`config.mk`:
```
export PLATFORM = sky130hd
export DESIGN_NAME = sph_top
export DESIGN_NICKNAME = d
export VERILOG_FILES = /design/src/design/sph_pkg.sv /design/src/design/sph_top.sv
export VERILOG_INCLUDE_DIRS = /design/src /design/src/design
export SDC_FILE = /design/constraint.sdc
export NUM_CORES = 1
export LEC_CHECK = 0
export ABC_AREA = 1
export BUFFER_PORTS_ARGS = -buffer_cell sky130_fd_sc_hd__buf_4
export CORE_ASPECT_RATIO = 0.8
export CORE_MARGIN = 2
export CORE_UTILIZATION = 41
export CTS_CLUSTER_DIAMETER = 120
export DETAILED_ROUTE_END_ITERATION = 16
export SYNTH_ARGS = -nofsm -noshare
export SYNTH_HDL_FRONTEND = slang
export SYNTH_SLANG_ARGS = --single-unit
```
`constraint.sdc`:
```
create_clock -name REF_CLK_I -period 2.48 [get_ports REF_CLK_I]
set_input_delay 0.248 -clock REF_CLK_I [delete_from_list [all_inputs] [get_ports REF_CLK_I]]
set_output_delay 0.248 -clock REF_CLK_I [all_outputs]
set_load 0.05 [all_outputs]
```
`src/design/sph_regs.svh`:
```
// register offsets, field positions, reset values and timing counts
// of the serial peripheral host/client; included by the design files
`ifndef SPH_REGS_SVH
`define SPH_REGS_SVH

// byte offsets on the register bus
`define SPH_OFS_CTRLA   8'h00
`define SPH_OFS_CTRLB   8'h04
`define SPH_OFS_BAUD    8'h08
`define SPH_OFS_ADDR    8'h0c
`define SPH_OFS_DATA    8'h10
`define SPH_OFS_STATUS  8'h14

// control a fields
`define SPH_CA_EN       0
`define SPH_CA_MODE     2
`define SPH_CA_CLOCK_POLARITY_SELECT     4
`define SPH_CA_CLOCK_PHASE_SELECT     5
`define SPH_CA_LSB      6
`define SPH_CA_DATA_IN_PAD_SELECT     8
`define SPH_CA_DATA_OUT_PAD_SELECT     10

// control b fields
`define SPH_CB_RXEN     0
`define SPH_CB_HOST_SELECT_AUTO_ENABLE    1
`define SPH_CB_AMEN     2
`define SPH_CB_TXDIS    3
`define SPH_CB_SSSW     4
`define SPH_CB_RESET    5'h10

// status fields
`define SPH_ST_DRE      0
`define SPH_ST_TXC      1
`define SPH_ST_RXC      2
`define SPH_ST_OVF      3
`define SPH_ST_AMATCH   4
`define SPH_ST_SSCHG    5
`define SPH_ST_SYNCBSY  6

// operating modes
`define SPH_MODE_HOST   2'h3
`define SPH_MODE_CLIENT 2'h2

// cycles before a control b write takes effect
`define SPH_SYNC_CYCLES 2'h3

// bus responses
`define SPH_RESP_OKAY   2'h0
`define SPH_RESP_SLVERR 2'h2

`endif

```
`src/design/sph_pkg.sv`:
```
// types shared by the serial peripheral host/client design
// assumes nothing of its surroundings
package sph_pkg;

  // host sequencer states, gray coded along idle, shift, done
  typedef enum logic [1:0] {
    SPH_IDLE  = 2'b00,
    SPH_SHIFT = 2'b01,
    SPH_DONE  = 2'b11
  } sph_state_t;

endpackage

```
`src/design/sph_top.sv`:
```
// four-wire serial peripheral, host or client, behind an axi4-lite slave
// assumes one 40 MHz clock; pad inputs already synchronous to it
//
// Notes on behaviour
// RQ1 - full duplex over four wires
// RQ2 - one transmit buffer, two receive entries
// RQ3 - all four polarity/phase modes
// RQ4 - unused data-out line released when disabled
// RQ5 - software picks lsb or msb first
// RQ6 - serial clock at most half system clock
// RQ7 - host clock from 8-bit baud divider
// RQ8 - automatic select drives select line in host
// RQ9 - client optionally matches an 8-bit address
// RQ10 - client keeps working in every sleep mode
// RQ11 - client wakes system on select change
// RQ12 - pin directions follow host or client role
// RQ13 - disabled receiver leaves data-in pin unused
// RQ14 - pad-select fields map signals onto pads
// RQ15 - keeps running asleep; events can wake
// RQ16 - control b writes pass synchroniser first
// RQ17 - request lines for dma service
// RQ18 - mode 0x3 is host
// RQ19 - mode 0x2 is client from pin clock
// RQ20 - launch one edge, sample the other
// RQ21 - host lowers select to frame transfers
`timescale 1ns/1ps
`include "sph_regs.svh"

module sph_top #(
  parameter int RX_DEPTH = 2
) (
  input  wire logic        REF_CLK_I,
  input  wire logic        NRST_I,
  input  wire logic [7:0]  S_AXI_AWADDR_I,
  input  wire logic        S_AXI_AWVALID_I,
  output logic             S_AXI_AWREADY_O,
  input  wire logic [31:0] S_AXI_WDATA_I,
  input  wire logic [3:0]  S_AXI_WSTRB_I,
  input  wire logic        S_AXI_WVALID_I,
  output logic             S_AXI_WREADY_O,
  output logic [1:0]       S_AXI_BRESP_O,
  output logic             S_AXI_BVALID_O,
  input  wire logic        S_AXI_BREADY_I,
  input  wire logic [7:0]  S_AXI_ARADDR_I,
  input  wire logic        S_AXI_ARVALID_I,
  output logic             S_AXI_ARREADY_O,
  output logic [31:0]      S_AXI_RDATA_O,
  output logic [1:0]       S_AXI_RRESP_O,
  output logic             S_AXI_RVALID_O,
  input  wire logic        S_AXI_RREADY_I,
  input  wire logic [3:0]  PAD_I,
  output logic [3:0]       PAD_O,
  output logic [3:0]       PAD_OE_O,
  input  wire logic        SLEEP_I,
  output logic             WAKE_O,
  output logic             DMA_TX_REQ_O,
  output logic             DMA_RX_REQ_O
);

  localparam int CW = $clog2(RX_DEPTH + 1);
  localparam int PW = $clog2(RX_DEPTH);

  // bit order swap, used on transmit load and receive unload
  function automatic logic [7:0] rev8(input logic [7:0] v);
    logic [7:0] r;
    r = '0;
    for (int i = 0; i < 8; i++) begin
      r[i] = v[7-i];
    end
    return r;
  endfunction

  // pad index for data-out (0), clock (1) and select (2) per layout
  function automatic logic [1:0] pad_of(input logic [1:0] data_out_pad_select, input logic [1:0] sig);
    logic [1:0] p;
    p = 2'h0;
    case ({data_out_pad_select, sig})
      4'h0: p = 2'h0;
      4'h1: p = 2'h1;
      4'h2: p = 2'h2;
      4'h4: p = 2'h2;
      4'h5: p = 2'h3;
      4'h6: p = 2'h1;
      4'h8: p = 2'h3;
      4'h9: p = 2'h1;
      4'ha: p = 2'h2;
      4'hc: p = 2'h0;
      4'hd: p = 2'h3;
      4'he: p = 2'h1;
      default: p = 2'h0;
    endcase
    return p;
  endfunction

  logic              en_r, clock_polarity_select_r, clock_phase_select_r, lsb_r;
  logic [1:0]        mode_r, data_in_pad_select_r, data_out_pad_select_r;
  logic [4:0]        ctrlb_r, pend_r;
  logic [1:0]        sync_cnt_r;
  logic [7:0]        baud_r, addr_r;
  logic              aw_got_r, w_got_r;
  logic [7:0]        awaddr_r;
  logic [31:0]       wdata_r;
  logic [3:0]        wstrb_r;
  logic [7:0]        tx_buf_r, tx_sh_r, rx_sh_r;
  logic              tx_valid_r;
  logic [7:0]        rx_mem [RX_DEPTH];
  logic [PW-1:0]     wr_ptr_r, rd_ptr_r;
  logic [CW-1:0]     rx_cnt_r;
  logic              txc_r, ovf_r, amatch_r, sschg_r;
  sph_pkg::sph_state_t state_r;
  logic [7:0]        div_cnt_r;
  logic [3:0]        edge_cnt_r;
  logic              sck_r, ss_auto_r, sck_q_r, ss_q_r, addr_ph_r, drop_r;
  logic [3:0]        pad_o_nxt, pad_oe_nxt;
  logic [31:0]       rd_val;

  // role decode and pad mapping
  logic is_host, is_client, rxen, host_select_auto_enable, amen, txdis, sync_busy;
  logic [1:0] do_pad, sck_pad, ss_pad;
  logic sck_in, ss_in, din, ss_lvl;
  assign rxen      = ctrlb_r[`SPH_CB_RXEN];
  assign host_select_auto_enable     = ctrlb_r[`SPH_CB_HOST_SELECT_AUTO_ENABLE];
  assign amen      = ctrlb_r[`SPH_CB_AMEN];
  assign txdis     = ctrlb_r[`SPH_CB_TXDIS];
  assign sync_busy = sync_cnt_r != 2'h0;
  // RQ18 host mode code
  assign is_host   = en_r && mode_r == `SPH_MODE_HOST;
  // RQ19 client mode code
  assign is_client = en_r && mode_r == `SPH_MODE_CLIENT;
  // RQ14 pad selection
  assign do_pad    = pad_of(data_out_pad_select_r, 2'h0);
  assign sck_pad   = pad_of(data_out_pad_select_r, 2'h1);
  assign ss_pad    = pad_of(data_out_pad_select_r, 2'h2);
  assign sck_in    = PAD_I[sck_pad];
  assign ss_in     = PAD_I[ss_pad];
  // RQ13 receiver off ignores pin
  assign din       = rxen & PAD_I[data_in_pad_select_r];
  // RQ8 hardware or software select
  assign ss_lvl    = host_select_auto_enable ? ss_auto_r : ctrlb_r[`SPH_CB_SSSW];

  // edge engine shared by both roles
  logic tick, host_edge, cli_edge, edge_ev, lead, smp, stp, char_done;
  logic host_start, ss_fall, load_ev, take, push, pop;
  logic [7:0] rx_word, rx_char;
  assign tick       = div_cnt_r == baud_r;
  assign host_edge  = is_host && state_r == sph_pkg::SPH_SHIFT && tick;
  // RQ10 client runs from pin clock, sleep not gated
  assign cli_edge   = is_client && !ss_in && sck_in != sck_q_r;
  assign edge_ev    = host_edge | cli_edge;
  assign lead       = is_host ? (sck_r == clock_polarity_select_r) : (sck_in != clock_polarity_select_r);
  // RQ20 sample on one edge, launch on the other
  assign smp        = edge_ev && (lead ^ clock_phase_select_r);
  assign stp        = edge_ev && !(lead ^ clock_phase_select_r) && edge_cnt_r != 4'h0;
  assign char_done  = edge_ev && edge_cnt_r == 4'hf;
  assign rx_word    = clock_phase_select_r ? {rx_sh_r[6:0], din} : rx_sh_r;
  // RQ5 bit order on receive
  assign rx_char    = lsb_r ? rev8(rx_word) : rx_word;
  assign host_start = is_host && state_r == sph_pkg::SPH_IDLE && tx_valid_r;
  assign ss_fall    = is_client && ss_q_r && !ss_in;
  assign load_ev    = host_start || ss_fall || (char_done && (is_client || tx_valid_r));
  assign take       = load_ev && tx_valid_r;
  // RQ9 address character and dropped frames are not stored
  assign push       = char_done && rxen && !(is_client && (addr_ph_r || drop_r));

  // bus write decode
  logic wr_fire, wr_ok, wr_lo, ar_fire, data_wr;
  assign wr_fire = aw_got_r && w_got_r && !S_AXI_BVALID_O;
  assign wr_lo   = wstrb_r[0];
  assign wr_ok   = awaddr_r == `SPH_OFS_CTRLA || awaddr_r == `SPH_OFS_BAUD ||
                   awaddr_r == `SPH_OFS_ADDR || awaddr_r == `SPH_OFS_DATA ||
                   awaddr_r == `SPH_OFS_STATUS ||
                   (awaddr_r == `SPH_OFS_CTRLB && !sync_busy);
  assign data_wr = wr_fire && wr_ok && wr_lo && awaddr_r == `SPH_OFS_DATA;
  assign ar_fire = S_AXI_ARVALID_I && S_AXI_ARREADY_O;
  assign pop     = ar_fire && S_AXI_ARADDR_I == `SPH_OFS_DATA && rx_cnt_r != '0;

  // write channel: address and data taken in either order
  always_ff @(posedge REF_CLK_I or negedge NRST_I) begin
    if (!NRST_I) begin
      aw_got_r <= 1'b0; w_got_r <= 1'b0; awaddr_r <= 8'h00; wdata_r <= 32'h0;
      wstrb_r <= 4'h0; S_AXI_AWREADY_O <= 1'b1; S_AXI_WREADY_O <= 1'b1;
      S_AXI_BVALID_O <= 1'b0; S_AXI_BRESP_O <= `SPH_RESP_OKAY;
    end else begin
      if (S_AXI_AWVALID_I && S_AXI_AWREADY_O) begin
        aw_got_r <= 1'b1; awaddr_r <= S_AXI_AWADDR_I; S_AXI_AWREADY_O <= 1'b0;
      end
      if (S_AXI_WVALID_I && S_AXI_WREADY_O) begin
        w_got_r <= 1'b1; wdata_r <= S_AXI_WDATA_I; wstrb_r <= S_AXI_WSTRB_I;
        S_AXI_WREADY_O <= 1'b0;
      end
      if (wr_fire) begin
        S_AXI_BVALID_O <= 1'b1;
        S_AXI_BRESP_O  <= wr_ok ? `SPH_RESP_OKAY : `SPH_RESP_SLVERR;
      end
      if (S_AXI_BVALID_O && S_AXI_BREADY_I) begin
        S_AXI_BVALID_O <= 1'b0; aw_got_r <= 1'b0; w_got_r <= 1'b0;
        S_AXI_AWREADY_O <= 1'b1; S_AXI_WREADY_O <= 1'b1;
      end
    end
  end

  // read mux; reserved bits and unmapped offsets read zero
  always_comb begin
    rd_val = 32'h0;
    case (S_AXI_ARADDR_I)
      `SPH_OFS_CTRLA:  rd_val = {20'h0, data_out_pad_select_r, data_in_pad_select_r, 1'b0, lsb_r, clock_phase_select_r, clock_polarity_select_r,
                                 mode_r, 1'b0, en_r};
      `SPH_OFS_CTRLB:  rd_val = {27'h0, ctrlb_r};
      `SPH_OFS_BAUD:   rd_val = {24'h0, baud_r};
      `SPH_OFS_ADDR:   rd_val = {24'h0, addr_r};
      `SPH_OFS_DATA:   rd_val = {24'h0, rx_mem[rd_ptr_r]};
      `SPH_OFS_STATUS: rd_val = {25'h0, sync_busy, sschg_r, amatch_r, ovf_r,
                                 rx_cnt_r != '0, txc_r, !tx_valid_r};
      default:         rd_val = 32'h0;
    endcase
  end

  // read channel: one cycle from address to data
  always_ff @(posedge REF_CLK_I or negedge NRST_I) begin
    if (!NRST_I) begin
      S_AXI_ARREADY_O <= 1'b1; S_AXI_RVALID_O <= 1'b0;
      S_AXI_RDATA_O <= 32'h0; S_AXI_RRESP_O <= `SPH_RESP_OKAY;
    end else if (ar_fire) begin
      S_AXI_ARREADY_O <= 1'b0; S_AXI_RVALID_O <= 1'b1; S_AXI_RDATA_O <= rd_val;
      S_AXI_RRESP_O <= (S_AXI_ARADDR_I > `SPH_OFS_STATUS || S_AXI_ARADDR_I[1:0] != 2'h0) ?
                       `SPH_RESP_SLVERR : `SPH_RESP_OKAY;
    end else if (S_AXI_RVALID_O && S_AXI_RREADY_I) begin
      S_AXI_RVALID_O <= 1'b0; S_AXI_ARREADY_O <= 1'b1;
    end
  end

  // control a, baud, address: layout fields locked while enabled
  always_ff @(posedge REF_CLK_I or negedge NRST_I) begin
    if (!NRST_I) begin
      en_r <= 1'b0; mode_r <= 2'h0; clock_polarity_select_r <= 1'b0; clock_phase_select_r <= 1'b0; lsb_r <= 1'b0;
      data_in_pad_select_r <= 2'h0; data_out_pad_select_r <= 2'h0; baud_r <= 8'h00; addr_r <= 8'h00;
    end else if (wr_fire && wr_lo) begin
      if (awaddr_r == `SPH_OFS_CTRLA) begin
        en_r <= wdata_r[`SPH_CA_EN];
        if (!en_r) begin
          mode_r <= wdata_r[`SPH_CA_MODE +: 2];
          // RQ3 polarity and phase select
          clock_polarity_select_r <= wdata_r[`SPH_CA_CLOCK_POLARITY_SELECT];
          clock_phase_select_r <= wdata_r[`SPH_CA_CLOCK_PHASE_SELECT];
          lsb_r  <= wdata_r[`SPH_CA_LSB];
          if (wstrb_r[1]) begin
            data_in_pad_select_r <= wdata_r[`SPH_CA_DATA_IN_PAD_SELECT +: 2];
            data_out_pad_select_r <= wdata_r[`SPH_CA_DATA_OUT_PAD_SELECT +: 2];
          end
        end
      end
      // RQ7 8-bit divider setting
      if (awaddr_r == `SPH_OFS_BAUD && !en_r) baud_r <= wdata_r[7:0];
      if (awaddr_r == `SPH_OFS_ADDR && !en_r) addr_r <= wdata_r[7:0];
    end
  end

  // RQ16 control b lands only after the sync delay
  always_ff @(posedge REF_CLK_I or negedge NRST_I) begin
    if (!NRST_I) begin
      ctrlb_r <= `SPH_CB_RESET; pend_r <= `SPH_CB_RESET; sync_cnt_r <= 2'h0;
    end else if (wr_fire && wr_ok && wr_lo && awaddr_r == `SPH_OFS_CTRLB) begin
      pend_r <= wdata_r[4:0]; sync_cnt_r <= `SPH_SYNC_CYCLES;
    end else if (sync_busy) begin
      sync_cnt_r <= sync_cnt_r - 2'h1;
      if (sync_cnt_r == 2'h1) ctrlb_r <= pend_r;
    end
  end

  // RQ2 single transmit buffer
  always_ff @(posedge REF_CLK_I or negedge NRST_I) begin
    if (!NRST_I) begin
      tx_buf_r <= 8'h00; tx_valid_r <= 1'b0;
    end else if (data_wr) begin
      tx_buf_r <= wdata_r[7:0]; tx_valid_r <= 1'b1;
    end else if (take || !en_r) begin
      tx_valid_r <= 1'b0;
    end
  end

  // RQ2 two-entry receive buffer; overflow drops the new char
  always_ff @(posedge REF_CLK_I or negedge NRST_I) begin
    if (!NRST_I) begin
      wr_ptr_r <= '0; rd_ptr_r <= '0; rx_cnt_r <= '0;
    end else begin
      if (push && (rx_cnt_r != CW'(RX_DEPTH) || pop)) begin
        rx_mem[wr_ptr_r] <= rx_char;
        wr_ptr_r <= wr_ptr_r + 1'b1;
      end
      if (pop) rd_ptr_r <= rd_ptr_r + 1'b1;
      if (push && rx_cnt_r != CW'(RX_DEPTH) && !pop) rx_cnt_r <= rx_cnt_r + 1'b1;
      else if (pop && !push) rx_cnt_r <= rx_cnt_r - 1'b1;
    end
  end

  // sticky status; a set in the clearing cycle wins
  logic clr_st, txc_set;
  assign clr_st  = wr_fire && wr_lo && awaddr_r == `SPH_OFS_STATUS;
  assign txc_set = (is_host && state_r == sph_pkg::SPH_DONE && tick) ||
                   (is_client && char_done && !tx_valid_r);
  always_ff @(posedge REF_CLK_I or negedge NRST_I) begin
    if (!NRST_I) begin
      txc_r <= 1'b0; ovf_r <= 1'b0; amatch_r <= 1'b0; sschg_r <= 1'b0;
    end else begin
      txc_r <= txc_set | (txc_r & ~data_wr & ~(clr_st & wdata_r[`SPH_ST_TXC]));
      ovf_r <= (push && rx_cnt_r == CW'(RX_DEPTH) && !pop) |
               (ovf_r & ~(clr_st & wdata_r[`SPH_ST_OVF]));
      amatch_r <= (is_client && char_done && addr_ph_r && rx_char == addr_r) |
                  (amatch_r & ~(clr_st & wdata_r[`SPH_ST_AMATCH]));
      sschg_r <= (is_client && ss_in != ss_q_r) |
                 (sschg_r & ~(clr_st & wdata_r[`SPH_ST_SSCHG]));
    end
  end

  // host sequencer, divider and shared shift path
  always_ff @(posedge REF_CLK_I or negedge NRST_I) begin
    if (!NRST_I) begin
      state_r <= sph_pkg::SPH_IDLE; div_cnt_r <= 8'h00; edge_cnt_r <= 4'h0;
      sck_r <= 1'b0; ss_auto_r <= 1'b1; tx_sh_r <= 8'h00; rx_sh_r <= 8'h00;
    end else begin
      // RQ5 bit order on transmit
      if (load_ev) tx_sh_r <= tx_valid_r ? (lsb_r ? rev8(tx_buf_r) : tx_buf_r) : 8'h00;
      else if (stp) tx_sh_r <= {tx_sh_r[6:0], 1'b0};
      if (smp) rx_sh_r <= {rx_sh_r[6:0], din};
      if (edge_ev) edge_cnt_r <= edge_cnt_r + 4'h1;
      else if ((is_client && ss_in) || state_r == sph_pkg::SPH_IDLE) edge_cnt_r <= 4'h0;
      // RQ7 divider gives half periods of baud+1 cycles
      if (state_r == sph_pkg::SPH_IDLE || !is_host) div_cnt_r <= 8'h00;
      else div_cnt_r <= tick ? 8'h00 : div_cnt_r + 8'h01;
      case (state_r)
        sph_pkg::SPH_IDLE: begin
          sck_r <= clock_polarity_select_r;
          ss_auto_r <= 1'b1;
          // RQ8 select lowered for the frame
          if (host_start) begin
            state_r <= sph_pkg::SPH_SHIFT;
            ss_auto_r <= 1'b0;
          end
        end
        sph_pkg::SPH_SHIFT: begin
          if (host_edge) sck_r <= ~sck_r;
          if (!is_host) state_r <= sph_pkg::SPH_IDLE;
          else if (char_done && !tx_valid_r) state_r <= sph_pkg::SPH_DONE;
        end
        sph_pkg::SPH_DONE: begin
          if (!is_host || tick) state_r <= sph_pkg::SPH_IDLE;
        end
        default: state_r <= sph_pkg::SPH_IDLE;
      endcase
    end
  end

  // client sampling of pin clock and select
  always_ff @(posedge REF_CLK_I or negedge NRST_I) begin
    if (!NRST_I) begin
      sck_q_r <= 1'b0; ss_q_r <= 1'b1; addr_ph_r <= 1'b0; drop_r <= 1'b0;
    end else begin
      sck_q_r <= sck_in;
      ss_q_r  <= ss_in;
      // RQ9 first character compared with address
      if (ss_fall) begin
        addr_ph_r <= amen; drop_r <= 1'b0;
      end else if (is_client && char_done && addr_ph_r) begin
        addr_ph_r <= 1'b0; drop_r <= rx_char != addr_r;
      end
    end
  end

  // pad drive by role; unselected pads float
  // RQ1 four wires, both directions
  always_comb begin
    pad_o_nxt  = 4'h0;
    pad_oe_nxt = 4'h0;
    // RQ12 host drives data, clock and select
    if (is_host) begin
      pad_o_nxt[do_pad]   = tx_sh_r[7];
      // RQ4 data-out released when unused
      pad_oe_nxt[do_pad]  = !txdis;
      pad_o_nxt[sck_pad]  = sck_r;
      pad_oe_nxt[sck_pad] = 1'b1;
      pad_o_nxt[ss_pad]   = ss_lvl;
      pad_oe_nxt[ss_pad]  = 1'b1;
    // RQ12 client drives data only while selected
    end else if (is_client && !ss_in) begin
      pad_o_nxt[do_pad]   = tx_sh_r[7];
      pad_oe_nxt[do_pad]  = !txdis;
    end
  end

  // registered pads, wake and dma requests
  always_ff @(posedge REF_CLK_I or negedge NRST_I) begin
    if (!NRST_I) begin
      PAD_O <= 4'h0; PAD_OE_O <= 4'h0; WAKE_O <= 1'b0;
      DMA_TX_REQ_O <= 1'b0; DMA_RX_REQ_O <= 1'b0;
    end else begin
      PAD_O    <= pad_o_nxt;
      PAD_OE_O <= pad_oe_nxt;
      // RQ11 RQ15 select change or received char wakes
      WAKE_O <= (is_client && ss_in != ss_q_r) || (SLEEP_I && push);
      // RQ17 dma requests from buffer state
      DMA_TX_REQ_O <= en_r && !tx_valid_r;
      DMA_RX_REQ_O <= rx_cnt_r != '0;
    end
  end
endmodule // sph_top

```
==> results by group <==
Timing
  • Fmax: 434 MHz
  • Tightest Pin Transition: 0.763 ns
  • Fin crit share: 92.9%
  • Skew final: 0.0121 ns
  • Max Transition Viols Final: 0
  • Min Clock Period, post-route: 2.30 ns
  • # setup viols final: 0
  • Normalized max-slew margin: 47.8%
  • Final Hold Fails: 0

Floorplanning
  • Ports: 116
  • Die extent in y: 129 um
  • Core ar.: 19000 um2
  • Die area: 20600 um2
  • Die X: 160 um
  • Initial Util: 41.8%
  • Site Rows: 45

Clock network
  • Max clock buf depth: 2
  • CTS H-tree depth: 4
  • Clk_lat worst skew: 0.43 ns
  • CTS tree: yes
  • CTS Sinks: 161
  • Clock root cell: clkbuf_16
  • Num CTS Buffers: 17
  • CTS clk-pin slew, worst paths: 0.07 ns

GRT
  • Vias in the first global route: 5912
  • Initial antenna violation count: 0
  • Pin count of the biggest net entering global routing: 115
  • Global route total overflow: 0
  • GRT Util Overall: 20.1%
  • First-pass GRT wire length: 32.1 mm

Route
  • Wire length per cell: 15.0 um
  • 1st-iter DRT viols: 565
  • First-pass DRT Iterations: 7
  • Routed via count: 6425
  • Post-route ant nets: 0
  • Residual DRC: 0
  • Drt total wl: 19.6 mm
  • Drt via density: 4.90

Logic synthesis
  • Top post-synthesis cells by area: dfrtp_1, nand2_1, edfxtp_1
  • Number of synthesized flops with an enable pin: 16
  • Seq/Total Area, Yosys: 51.7%
  • Number of synthesis warnings: 0
  • Ys flop type: dfrtp_1
  • Asr flop ratio synth: 90.1%
  • Avg Cell Area, Syn: 8.43 um2
  • Post-synth top area cell: dfrtp_1
  • Synth Register Bits: 161
  • Gate Count Post-Synth: 944
  • Commonest cells in the netlist: nand2_1, dfrtp_1, inv_1
  • Most frequent cell after synthesis: nand2_1
  • Cell area after synthesis: 7960 um2
  • Synth top area share: 43.4%
  • Synth unique cells: 54

Critical path
  • Slowest library cell on the worst path: dfrtp_1
  • WP buf/inv: 2
  • CP cell instances: inv_1 > ha_1 > nor2_4 > o21ai_4 > nor2_4 > nand3_2 > nand2_4 > nand3_2 > nor2_2 > nand2_1 > nor2_1 > buf_4
  • CP Capture Type: flop
  • Critical path's top delay family: simple AND/OR/NAND/NOR gates
  • Worst Path Max Fanout: 8
  • CP required: 2.61 ns
  • CP arrival: 2.44 ns
  • CP Launch Type: flop
  • Max incr delay on CP: 0.39 ns
  • Crit Path Category: flop to flop

Power and ir drop
  • Power per cell area: 924 nW/um2
  • Total power: 8.76 mW
  • Leakage: 4.53 nW
  • Worst IR drop on VDD: 0.480 mV

Place
  • DP HPWL: 14.5 mm
  • Placed Cells: 1269
  • IO buf count: 71
  • Routability cong.: 0.857

Run status
  • Status: completed

Final layout
  • Fin nets: 1112
  • Final Non-Filler Cells: 1311
  • Area added between synthesis and finish: 19.1%
  • Layout cell share with drive strength beyond 1: 15.7%
  • N_diodes: 0

Run
  • # Max-Cap Violations: 0

Hold path
  • Min-Delay Path Class: input port to flop
cells by family (layout without fill, tap and decap cells):
group,after synthesis,after routing,share of synthesized area (%)
flops,161,161,51.7
xor+xnor,9,9,0.990
mux,7,7,0.896
buf+inv,156,244,8.64
compound gates,167,167,11.8
other cells,1,22,0.0471
simple gates,435,435,24.7
fa+ha+maj,8,8,1.26
metrics by stage:
stage | setup WS (ns) | utilization, % | cell area (um2) | hold WS [ns] | setup TNS [ns]
floorplan | 0.116 | - | 8040 | -0.0476 | 0
global placement | 0.180 | 46.1 | 8770 | 0.159 | 0
detailed placement | 0.129 | 46.1 | 8770 | 0.156 | 0
CTS | 0.112 | 49.7 | 9460 | 0.0000130 | 0
global route | -0.00715 | 49.8 | 9490 | 0.00509 | -0.0410
finish | 0.176 | 49.8 | 9490 | 0.0103 | 0
tightest hold or removal path, delay by kind of cell:
| family | cells | cell delay (ns) |
|---|---|---|
| buffers and inverters | 1 | 0.08 |
| and+or+nand+nor | 2 | 0.08 |
power breakdown:
| group | internal, mW | switching, mW |
|---|---|---|
| combinational | 0.720 | 1.74 |
| clock | 1.63 | 1.14 |
| sequential | 3.20 | 0.336 |
worst paths after layout:
kind | from | to | cells after the start | slack (ns)
max in group asynchronous | NRST_I | wstrb_r[0]$_DFFE_PN0P_ | 3 | 1.29
worst max register to register | data_out_pad_select_r[1]$_DFFE_PN0P_ | rx_mem[1][0]$_DFFE_PP_ | 12 | 0.18
worst min-delay path | S_AXI_WSTRB_I[1] | wstrb_r[1]$_DFFE_PN0P_ | 3 | 0.01
min in group asynchronous | NRST_I | PAD_OE_O[2]$_DFF_PN0_ | 2 | 0.27
worst max-delay path | data_out_pad_select_r[1]$_DFFE_PN0P_ | rx_mem[1][0]$_DFFE_PP_ | 12 | 0.18
worst min register to register | S_AXI_AWREADY_O$_DFFE_PN1P_ | S_AXI_AWREADY_O$_DFFE_PN1P_ | 2 | 0.48
per-layer routing:
layer	share of wire (%)	GRT usage, %
met1	51	30.1
met3	5.4	5.13
met4	2.1	5.83
met2	41	28.7
met5	0	0
timing repair:
action | in CTS | in global routing
endpoints found under the hold margin | 37 | 0
setup endpoints to repair | 0 | 16
hold buffers | 7 | 0
resized for setup | 0 | 1
buffers inserted | 0 | 3
flip-flops by register name, summed over array words and instances, names as in the netlist, 8 cells and up:
| name | flops |
|---|---|
| tx_sh_r | 8 |
| awaddr_r | 8 |
| wdata_r | 12 |
| addr_r | 8 |
| rx_mem | 16 |
| tx_buf_r | 8 |
| S_AXI_RDATA_O | 12 |
| baud_r | 8 |
| rx_sh_r | 8 |
| div_cnt_r | 8 |
cells in the final DEF, fill, tap and decap left out, types with 8 or more instances in the layout:
cell	netlist	routed
dfrtp_1	138	138
nand3_1	54	54
buf_4	23	84
edfxtp_1	16	16
a21oi_1	29	29
o21ai_0	93	93
nor2_1	74	73
inv_1	111	111
nand2_1	259	259
nor2_2	7	8
conb_1	1	22
ha_1	8	8
o22ai_1	8	8
a211oi_1	10	10
clkbuf_16	0	17
cell type report:
cell class | count | area (um2)
well taps | 258 | 323
fillers | 1873 | 9550
multi-input cells | 648 | 3240
inverters | 119 | 458
repair buffers | 93 | 732
clock buffers | 19 | 443
clock inverters | 13 | 175
flip-flops and latches | 161 | 4120
No activity file was read; power rests on OpenSTA's default activity.
